File: src/hdl/srd_cfg.svh
`ifndef SRD_CFG_SVH
`define SRD_CFG_SVH
`define SRD_A_DEVCTL 8'h00
`define SRD_A_CFG 8'h04
`define SRD_A_STATUS 8'h08
`define SRD_A_ERROR 8'h0C
`define SRD_A_SIG 8'h10
`define SRD_A_DEVHEAD 8'h14
`define SRD_A_SETTINGS 8'h18
`define SRD_A_UDMA 8'h1C
`define SRD_B_SRST 2
`define SRD_B_NIEN 1
`define SRD_B_PACKET 0
`define SRD_B_DEV1 1
`define SRD_B_RUNDIAG 2
`define SRD_SIG_ATA 32'h00000101
`define SRD_SIG_PKT 32'hEB140101
`define SRD_DEVHEAD_SIG 8'h00
`define SRD_SET_RST 8'h00
`define SRD_DIAG_NONE 7'h01
`define SRD_CLR_ATA 6'h0D
`define SRD_CLR_PKT 6'h2D
`define SRD_CLK_HZ 20000000
`define SRD_T_PDIAG_MIN_US 1000
`define SRD_T_PDIAG_MAX_S 31
`define SRD_TMR_W 30
`endif

File: src/hdl/srd_pkg.sv
`include "srd_cfg.svh"
package srd_pkg;
   typedef enum logic [1:0] {
      SRD_IDLE,
      SRD_HOLD,
      SRD_POST,
      SRD_RESTORE
   } srd_state_e;
   typedef logic [`SRD_TMR_W-1:0] srd_tmr_t;
endpackage : srd_pkg

File: src/hdl/srd_top.sv
// The implementer's own choices: the AHB-Lite register port and the address map.
`include "srd_cfg.svh"
module srd_top #(
   parameter int unsigned PDIAG_MIN_CYC = `SRD_T_PDIAG_MIN_US * (`SRD_CLK_HZ / 1000000),
   parameter int unsigned PDIAG_MAX_CYC = `SRD_T_PDIAG_MAX_S * `SRD_CLK_HZ
) (
   input wire logic hclk,
   input wire logic hresetn,
   input wire logic hsel,
   input wire logic [31:0] haddr,
   input wire logic [1:0] htrans,
   input wire logic hwrite,
   input wire logic [2:0] hsize,
   input wire logic [31:0] hwdata,
   input wire logic hready,
   output logic hreadyout,
   output logic hresp,
   output logic [31:0] hrdata,
   input wire logic ata_reset_n,
   input wire logic pm_active,
   input wire logic cmd_wr,
   input wire logic pdiag_n_i,
   input wire logic pdiag_n_drv,
   input wire logic intrq_drv,
   input wire logic iordy_drv,
   input wire logic dmarq_drv,
   input wire logic dd_drv,
   output logic pdiag_n_oe,
   output logic intrq_oe,
   output logic iordy_oe,
   output logic dmarq_oe,
   output logic dd_oe,
   output logic diag_start,
   input wire logic diag_done,
   input wire logic [6:0] diag_code,
   output logic mode_restore_go,
   input wire logic mode_restore_done,
   output logic hw_reset_go,
   output logic pm_wake
);

   localparam srd_pkg::srd_tmr_t MIN_CYC = PDIAG_MIN_CYC[`SRD_TMR_W-1:0];
   localparam srd_pkg::srd_tmr_t MAX_CYC = PDIAG_MAX_CYC[`SRD_TMR_W-1:0];

   function automatic logic [7:0] srd_sel(input logic [31:0] a);
      srd_sel = {a[7:2], 2'b00};
   endfunction : srd_sel

   // One compare shared by every register write strobe
   function automatic logic srd_hit(input logic wr, input logic [7:0] wa, input logic [7:0] a);
      srd_hit = wr && (wa == a);
   endfunction : srd_hit

   srd_pkg::srd_state_e state;
   srd_pkg::srd_state_e next_state;
   srd_pkg::srd_tmr_t tmr;
   logic wr_q;
   logic [7:0] wa_q;
   logic srst;
   logic nien;
   logic packet;
   logic dev1_seen;
   logic run_diag;
   logic bsy;
   logic drdy;
   logic [5:0] st_low;
   logic [7:0] err;
   logic [31:0] sig;
   logic [7:0] devhead;
   logic [7:0] settings;
   logic [7:0] udma;
   logic released;
   logic samp_on;
   logic pdiag_seen;
   logic diag_busy;
   logic [6:0] diag_res;
   logic rst_q;
   logic addr_ok;
   logic wr_devctl;
   logic wr_cfg;
   logic wr_status;
   logic wr_settings;
   logic wr_udma;
   logic srst_rise;
   logic hw_rst;
   logic timeout;
   logic fin;
   logic [7:0] st_read;

   assign hreadyout = 1'b1;
   assign hresp = 1'b0;
   assign addr_ok = hsel && hready && htrans[1];
   assign wr_devctl = srd_hit(wr_q, wa_q, `SRD_A_DEVCTL);
   assign wr_cfg = srd_hit(wr_q, wa_q, `SRD_A_CFG);
   assign wr_status = srd_hit(wr_q, wa_q, `SRD_A_STATUS);
   assign wr_settings = srd_hit(wr_q, wa_q, `SRD_A_SETTINGS);
   assign wr_udma = srd_hit(wr_q, wa_q, `SRD_A_UDMA);
   // Power management state does not gate the reset
   assign srst_rise = wr_devctl && hwdata[`SRD_B_SRST] && !srst;
   assign hw_rst = !ata_reset_n;
   assign timeout = (tmr >= MAX_CYC);
   assign st_read = {bsy, drdy, st_low};
   assign pm_wake = srst && pm_active;

   // Bus drivers stay off while the sequence owns the link
   assign pdiag_n_oe = pdiag_n_drv && !released;
   assign intrq_oe = intrq_drv && !released;
   assign iordy_oe = iordy_drv && !released;
   assign dmarq_oe = dmarq_drv && !released;
   assign dd_oe = dd_drv && !released;

   always_ff @(posedge hclk or negedge hresetn) begin
      if (!hresetn) begin
         wr_q <= 1'b0;
         wa_q <= 8'h00;
      end else begin
         wr_q <= addr_ok && hwrite;
         wa_q <= srd_sel(haddr);
      end
   end

   always_ff @(posedge hclk or negedge hresetn) begin
      if (!hresetn) begin
         hrdata <= 32'h00000000;
      end else if (addr_ok && !hwrite) begin
         unique case (srd_sel(haddr))
            `SRD_A_DEVCTL: hrdata <= {29'h0, srst, nien, 1'b0};
            `SRD_A_CFG: hrdata <= {29'h0, run_diag, dev1_seen, packet};
            `SRD_A_STATUS: hrdata <= {24'h0, st_read};
            `SRD_A_ERROR: hrdata <= {24'h0, err};
            `SRD_A_SIG: hrdata <= sig;
            `SRD_A_DEVHEAD: hrdata <= {24'h0, devhead};
            `SRD_A_SETTINGS: hrdata <= {24'h0, settings};
            `SRD_A_UDMA: hrdata <= {24'h0, udma};
            default: hrdata <= 32'h00000000;
         endcase
      end
   end

   // A second set while already held is not a new edge and does not restart
   always_ff @(posedge hclk or negedge hresetn) begin
      if (!hresetn) begin
         srst <= 1'b0;
         nien <= 1'b0;
      end else if (wr_devctl) begin
         srst <= hwdata[`SRD_B_SRST];
         nien <= hwdata[`SRD_B_NIEN];
      end
   end

   always_ff @(posedge hclk or negedge hresetn) begin
      if (!hresetn) begin
         packet <= 1'b0;
         dev1_seen <= 1'b0;
         run_diag <= 1'b0;
      end else if (wr_cfg) begin
         packet <= hwdata[`SRD_B_PACKET];
         dev1_seen <= hwdata[`SRD_B_DEV1];
         run_diag <= hwdata[`SRD_B_RUNDIAG];
      end
   end

   // Ultra DMA selection is never touched by the reset
   always_ff @(posedge hclk or negedge hresetn) begin
      if (!hresetn) begin
         udma <= 8'h00;
      end else if (wr_udma) begin
         udma <= hwdata[7:0];
      end
   end

   // A write in the same cycle as the revert wins, so a setting is not lost
   always_ff @(posedge hclk or negedge hresetn) begin
      if (!hresetn) begin
         settings <= `SRD_SET_RST;
      end else if (wr_settings) begin
         settings <= hwdata[7:0];
      end else if (srst_rise && !packet) begin
         settings <= `SRD_SET_RST;
      end
   end

   always_comb begin
      next_state = state;
      fin = 1'b0;
      unique case (state)
         srd_pkg::SRD_IDLE: begin
         end
         srd_pkg::SRD_HOLD: begin
            if (!srst) begin
               next_state = srd_pkg::SRD_POST;
            end
         end
         srd_pkg::SRD_POST: begin
            // Diagnostics still running at the deadline are cut off
            if (!samp_on && (!diag_busy || timeout)) begin
               fin = 1'b1;
               next_state = packet ? srd_pkg::SRD_RESTORE : srd_pkg::SRD_IDLE;
            end
         end
         srd_pkg::SRD_RESTORE: begin
            if (mode_restore_done) begin
               next_state = srd_pkg::SRD_IDLE;
            end
         end
      endcase
      if (srst_rise) begin
         next_state = srd_pkg::SRD_HOLD;
      end
      if (hw_rst) begin
         next_state = srd_pkg::SRD_IDLE;
         fin = 1'b0;
      end
   end

   always_ff @(posedge hclk or negedge hresetn) begin
      if (!hresetn) begin
         state <= srd_pkg::SRD_IDLE;
      end else begin
         state <= next_state;
      end
   end

   // Counter parks at the limit so it cannot wrap into a false early window
   always_ff @(posedge hclk or negedge hresetn) begin
      if (!hresetn) begin
         tmr <= '0;
      end else if (state != srd_pkg::SRD_POST) begin
         tmr <= '0;
      end else if (!timeout) begin
         tmr <= tmr + 1'b1;
      end
   end

   always_ff @(posedge hclk or negedge hresetn) begin
      if (!hresetn) begin
         samp_on <= 1'b0;
         pdiag_seen <= 1'b0;
      end else if (hw_rst || srst_rise) begin
         samp_on <= 1'b0;
         pdiag_seen <= 1'b0;
      end else if (state == srd_pkg::SRD_HOLD && !srst) begin
         samp_on <= dev1_seen;
         pdiag_seen <= 1'b0;
      end else if (samp_on) begin
         if (cmd_wr || timeout) begin
            samp_on <= 1'b0;
         end else if (tmr >= MIN_CYC && !pdiag_n_i) begin
            samp_on <= 1'b0;
            pdiag_seen <= 1'b1;
         end
      end
   end

   // Packet devices only run diagnostics when configured to
   always_ff @(posedge hclk or negedge hresetn) begin
      if (!hresetn) begin
         diag_busy <= 1'b0;
         diag_start <= 1'b0;
         diag_res <= `SRD_DIAG_NONE;
      end else begin
         diag_start <= srst_rise && !hw_rst && (!packet || run_diag);
         if (hw_rst) begin
            diag_busy <= 1'b0;
         end else if (srst_rise) begin
            diag_busy <= !packet || run_diag;
            diag_res <= `SRD_DIAG_NONE;
         end else if (diag_busy && diag_done) begin
            diag_busy <= 1'b0;
            diag_res <= diag_code;
         end
      end
   end

   always_ff @(posedge hclk or negedge hresetn) begin
      if (!hresetn) begin
         err <= 8'h00;
      end else if (fin) begin
         err <= {dev1_seen && !pdiag_seen, diag_res};
      end
   end

   always_ff @(posedge hclk or negedge hresetn) begin
      if (!hresetn) begin
         sig <= 32'h00000000;
         devhead <= 8'h00;
      end else if (fin) begin
         sig <= packet ? `SRD_SIG_PKT : `SRD_SIG_ATA;
         devhead <= `SRD_DEVHEAD_SIG;
      end
   end

   // Software set of a low status bit wins over the hardware clear
   always_ff @(posedge hclk or negedge hresetn) begin
      if (!hresetn) begin
         st_low <= 6'h00;
      end else if (wr_status) begin
         st_low <= hwdata[5:0];
      end else if (fin) begin
         st_low <= st_low & ~(packet ? `SRD_CLR_PKT : `SRD_CLR_ATA);
      end
   end

   // Restart or pin reset raises BSY on the next edge, well inside 400 ns
   always_ff @(posedge hclk or negedge hresetn) begin
      if (!hresetn) begin
         bsy <= 1'b0;
         drdy <= 1'b0;
      end else if (hw_rst || srst_rise) begin
         bsy <= 1'b1;
         drdy <= 1'b0;
      end else if (fin && !packet) begin
         bsy <= 1'b0;
         drdy <= 1'b1;
      end else if (state == srd_pkg::SRD_RESTORE && mode_restore_done) begin
         bsy <= 1'b0;
      end
   end

   always_ff @(posedge hclk or negedge hresetn) begin
      if (!hresetn) begin
         released <= 1'b0;
      end else if (hw_rst || srst_rise) begin
         released <= 1'b1;
      end else if (fin && !packet) begin
         released <= 1'b0;
      end else if (state == srd_pkg::SRD_RESTORE && mode_restore_done) begin
         released <= 1'b0;
      end
   end

   // Handoff only while a sequence runs; an idle pin reset is not ours
   always_ff @(posedge hclk or negedge hresetn) begin
      if (!hresetn) begin
         mode_restore_go <= 1'b0;
         rst_q <= 1'b0;
         hw_reset_go <= 1'b0;
      end else begin
         mode_restore_go <= fin && packet;
         rst_q <= hw_rst;
         hw_reset_go <= hw_rst && !rst_q && state != srd_pkg::SRD_IDLE;
      end
   end

   logic unused_ok;
   assign unused_ok = ^{hsize, haddr[31:8], haddr[1:0]};

endmodule : srd_top

File: config.mk
export PLATFORM = sky130hd
export DESIGN_NAME = srd_top
export DESIGN_NICKNAME = d
export VERILOG_FILES = /design/src/hdl/srd_pkg.sv /design/src/hdl/srd_top.sv
export VERILOG_INCLUDE_DIRS = /design/src /design/src/hdl
export SDC_FILE = /design/constraint.sdc
export NUM_CORES = 1
export LEC_CHECK = 0
export BUFFER_PORTS_ARGS = -buffer_cell sky130_fd_sc_hd__buf_4
export CAP_MARGIN = 30
export CORE_ASPECT_RATIO = 1.4
export CORE_MARGIN = 5
export CORE_UTILIZATION = 50
export DETAILED_ROUTE_END_ITERATION = 10
export PLACE_DENSITY = 0.86
export SLEW_MARGIN = 20
export SYNTH_ARGS = -nofsm -noshare
export SYNTH_HDL_FRONTEND = slang
export SYNTH_SLANG_ARGS = --single-unit
export TNS_END_PERCENT = 1
File: constraint.sdc
create_clock -name hclk -period 3 [get_ports hclk]
set_input_delay 0.3 -clock hclk [delete_from_list [all_inputs] [get_ports hclk]]
set_output_delay 0.3 -clock hclk [all_outputs]
set_load 0.05 [all_outputs]
[Word-level counts from Yosys, hierarchy flattened]
Index checks and enable logic that the tools add are counted.
Storage, ports and cells
  bits in registers: 154
  input port bits: 92
  output and inout port bits: 43
Cells by class
  add/subtract/negate cells: 1
  magnitude comparators: 2
  equality and inequality tests: 21
  muxes and demuxes: 39
  bitwise operators: 2
  reduce and logical (&&, ||, !) cells: 57
Operators by type and width (number)
  $pmux W32 S7: 1
  $mux W30: 2
  $mux W32: 1
  $add A30 B1 Y30 const B: 1
  $eq A6 B3 Y1 const B: 5
  $ge A30 B15 Y1 const B: 1
  $ge A30 B30 Y1 const B: 1
  $logic_and A1 B1 Y1: 30
  $mux W1: 21
  $eq A6 B2 Y1 const B: 3
  $mux W6: 3
  $mux W8: 2
  $mux W7: 2
  $eq A6 B1 Y1 const B: 2
  $mux W2: 6
  $ne A4 B4 Y1 const B: 3
  $logic_not A1 Y1: 10
  $reduce_bool A2 Y1: 5
  $reduce_bool A3 Y1: 3
  $logic_not A8 Y1: 1
  $and A6 B6 Y6: 1
  $logic_not A6 Y1: 1
  $not A6 Y6: 1
  $pmux W2 S3: 1
  other kinds (11): 15

[Longest topological paths before layout]
  depth after elaboration: 9
  depth in mapped cells: 7
  depth with buffers taken out: 6

[Worst setup path after synthesis]
No wires, ideal clock.
  kind: flip-flop to flip-flop
  from: register tmr[27]
  to: register err[5]
  data arrival time: 2.155 ns
  required time: 2.875 ns
  setup slack: 0.720 ns
  cell stages (with the launch flop): 7
  cells stage by stage: dfrtp_1 -> or4_4 -> nor4_4 -> a211oi_4 -> nor3_4 -> buf_6 -> mux2_4
On the way
  longest elaborated chain between the ends: 6
Ends and longest elaborated chain
  from (decl): RTL line srd_top.sv:56  | srd_pkg::srd_tmr_t tmr;
  from (signal assigned): RTL line srd_top.sv:231  | tmr <= tmr + 1'b1;
  $ge A30 B30 Y1: RTL line srd_top.sv:101  | assign timeout = (tmr >= MAX_CYC);
  $logic_or A1 B1 Y1: RTL line srd_top.sv:196  | if (!samp_on && (!diag_busy || timeout)) begin
  $logic_and A1 B1 Y1: RTL line srd_top.sv:196
  $mux W1: RTL line srd_top.sv:196
  $mux W1: RTL line srd_top.sv:186  | unique case (state)
  $mux W1: RTL line srd_top.sv:210  | if (hw_rst) begin
  to (signal assigned): RTL line srd_top.sv:279  | err <= {dev1_seen && !pdiag_seen, diag_res};
  to (decl): RTL line srd_top.sv:67  | logic [7:0] err;
Every way passes these cells.
A chain may end at the register's enable or synchronous reset.

[Final worst setup path]
  from: register tmr[19]
  to: register sig[30]
On the way
  longest elaborated chain between the ends: 6
Ends and longest elaborated chain
  $ge A30 B30 Y1: RTL line srd_top.sv:101
  $logic_or A1 B1 Y1: RTL line srd_top.sv:196
  $logic_and A1 B1 Y1: RTL line srd_top.sv:196
  $mux W1: RTL line srd_top.sv:196
  $mux W1: RTL line srd_top.sv:186
  $mux W1: RTL line srd_top.sv:210
  to (signal assigned): RTL line srd_top.sv:288  | sig <= packet ? `SRD_SIG_PKT : `SRD_SIG_ATA;
  to (decl): RTL line srd_top.sv:68  | logic [31:0] sig;
Every way passes these cells.

==> flow_summary.yaml <==
critical_path:
  worstSetupPathType: "register to register"
  startpoint_type: "register"
  crit_fanout: 15
  rr_startpoint: "tmr[19]"
  r2r_cells: 6
  endpoint_kind: "register"
  reg2reg_to: "sig[30]"
  ff2ff_setup_slack_ns: 0.53
  worstPathArrival_ns: 2.70
  worstPathRequired_ns: 3.23
die:
  ios: 135
  coreArea_um2: 10300
  fp.dieW_um: 96.3
  rows: 44
  die-height_um: 131
  start_util: 0.506
  die_area_um2: 12600
timing:
  min_period_ns: 2.47
  fin_ws_ns: 0.531
  clock-skew-final_ns: 0.00919
  fmax_mhz: 405
  slew_headroom: 0.320
  tns_ns: 0
  worst_pin_slew_ns: 1.02
  setup_viol: 0
  fin_crit_sh: 0.823
  grt_setup_unrepaired: "no"
  slew_violations: 0
  hold_violations: 0
run:
  drv_cap: 0
global_routing:
  grt_pass1_vias: 4052
  antenna_found_initial: 0
  grt_max_degree: 71
  grt_overflow: 0
  grtUsageTotal: 0.194
  grt_pass1_wl_um: 19100
yosys:
  yosys-top-cells-area: "dfrtp_1, nand2_1, a22o_1, buf_4, mux2_2"
  avgSynthCellArea_um2: 10.5
  ys_ff_latch: 102
  synth_most_common_cell: "dfrtp_1"
  synth_common_cells: "dfrtp_1, nand2_1, buf_4"
  synth_ff_type: "dfrtp_1"
  synth_top_cell_by_area: "dfrtp_1"
  syn_inst: 497
  ys_types: 63
  syn_area_um2: 5210
  async_reset_ff_frac: 1.00
  yosysTopAreaCellShare: 0.485
  synth-warning-count: 0
  synth_edf_count: 0
  synth-seq-area-share: 0.490
clock_tree:
  insertion_delay_ns: 0.34
  root_buffer: "clkbuf_16"
  cts_tree: "done"
  cts_setup_buffers: 0
  htreeDepth: 3
  holdBufCountCts: 0
  cts.sinks: 102
  clock_path_buffers: 2
  clk_pin_slew_ns: 0.08
  cts-buffers-inserted: 9
  ctsResizeCount: 0
power:
  p_per_area_nw_per_um2: 546
  leakagePower_nw: 2.75
  max-vdd-ir-drop_v: 0.000347
worst_hold_path:
  hold-path-cell-count: 1
  holdPathEnd: "wa_q[5]"
  min_from: "haddr[5]"
  hp-class: "primary input to register"
status:
  outcome: "finished clean"
placement:
  preCtsSetupSlack_ns: 0.556
  io_buffers: 63
  gp_congestion: 0.892
  hpwl_um: 8960
finish:
  nFillCells: 805
  layout-drive-gt1-share: 0.224
  nets: 655
  antenna_cells: 0
  area_growth_syn_to_layout_pct: 16.3
detailed_routing:
  drc: 0
  wirelength_um: 12200
  vias: 4117
  viasPerCell: 5.88
  drt_iter0_drc: 239
  routedWlPerCell_um: 17.4
  drt-pass1-iter-count: 5
  ant_nets: 0
[registers in the layout, indices dropped and copies added, names as in the netlist, 2 cells and up]
| register | count |
|---|---|
| diag_res | 7 |
| err | 8 |
| hrdata | 10 |
| settings | 8 |
| sig | 2 |
| st_low | 6 |
| state | 2 |
| tmr | 30 |
| udma | 8 |
| wa_q | 6 |
[worst max path at each step]
stage,endpoint,from,cells after the start,slack [ns]
after global routing,tmr[7],tmr[19],6,0.45
after floorplan,err[5],tmr[27],6,0.72
final,sig[30],tmr[19],6,0.53
after global placement,err[5],tmr[19],6,0.62
after detailed placement,sig[30],tmr[19],6,0.56
after CTS,sig[30],tmr[19],6,0.54
[routing by layer]
metal	share of wire	GRT usage	vias to the layer above
met1	0.37	0.219	2051
li1	-	-	1900
met3	0.053	0.0367	34
met4	0.030	0.0768	0
met2	0.55	0.354	132
met5	0	0	-
[stage by stage]
step                power [mW]  std cells  utilization  instance area [um2]  hold WS, ns
finish                    3.31        700        0.589                 6060       0.0826
global route              3.46        700        0.589                 6060       0.0711
CTS                       3.32        698        0.586                 6030       0.0769
detailed placement        2.20        682        0.558                 5740        0.397
global placement          2.16        682        0.558                 5740        0.389
floorplan                 2.02        512            -                 5270      0.00441
[cells in the final DEF (no fill, tap or decap), drive strengths merged, types with 3 or more instances in the layout]
| cell type | netlist | routed |
|---|---|---|
| nor2b | 8 | 8 |
| nand3 | 22 | 22 |
| conb | 2 | 17 |
| a22oi | 13 | 13 |
| nand4 | 9 | 9 |
| clkbuf | 12 | 9 |
| o31ai | 4 | 4 |
| a211oi | 3 | 3 |
| nor4 | 12 | 12 |
| nor2 | 23 | 23 |
| a21oi | 19 | 19 |
| nand2b | 14 | 14 |
| o211ai | 3 | 3 |
| o22ai | 4 | 4 |
| dfrtp | 101 | 101 |
| buf | 28 | 73 |
| mux2i | 16 | 16 |
| mux2 | 19 | 19 |
| nor3b | 3 | 3 |
| or4 | 8 | 8 |
| nand2 | 55 | 55 |
| and3 | 3 | 3 |
| inv | 15 | 18 |
| or3 | 7 | 7 |
| or2 | 3 | 3 |
| o21a | 3 | 3 |
| nor3 | 8 | 8 |
| ha | 6 | 6 |
| o21ai | 19 | 19 |
| clkinv | 0 | 3 |
| and4 | 4 | 4 |
| xnor2 | 3 | 3 |
| a22o | 22 | 22 |
[kinds of logic (layout without fill, tap and decap cells)]
group	after synthesis	in the layout	share of synthesized area
other	2	17	0.00144
XOR/XNOR	5	5	0.00840
AND/OR/NAND/NOR	187	187	0.197
AO/OA/AOI/OAI	103	103	0.144
flip-flops	102	102	0.490
buffers and inverters	55	105	0.0614
adder cells (fa/ha/maj)	6	6	0.0144
multiplexers	37	37	0.0833
[area by class of cell]
type / instances / area (um2) / area share
sequential: 102 / 2550 / 0.421
inverter: 15 / 56.3 / 0.00928
multi-input combinational: 355 / 2390 / 0.395
timing repair buffer: 74 / 596 / 0.0982
clock inverter: 7 / 66.3 / 0.0109
clock buffer: 9 / 225 / 0.0371
tap: 138 / 173 / 0.0285
[where the power goes]
group          switching (mW)  leakage (nW)  internal [mW]
clock                   0.551         0.141          0.582
sequential             0.0703          1.33           1.45
combinational           0.412          1.28          0.244
[worst max-delay path: stages (launching register included)]
cell and delay, ns:
dfrtp_1 0.47, or4_4 0.59, a41o_2 0.32, a211oi_4 0.38, nor3_4 0.07, buf_4 0.21, mux2_4 0.31
Note: power is estimated with default switching activity, not from simulation.
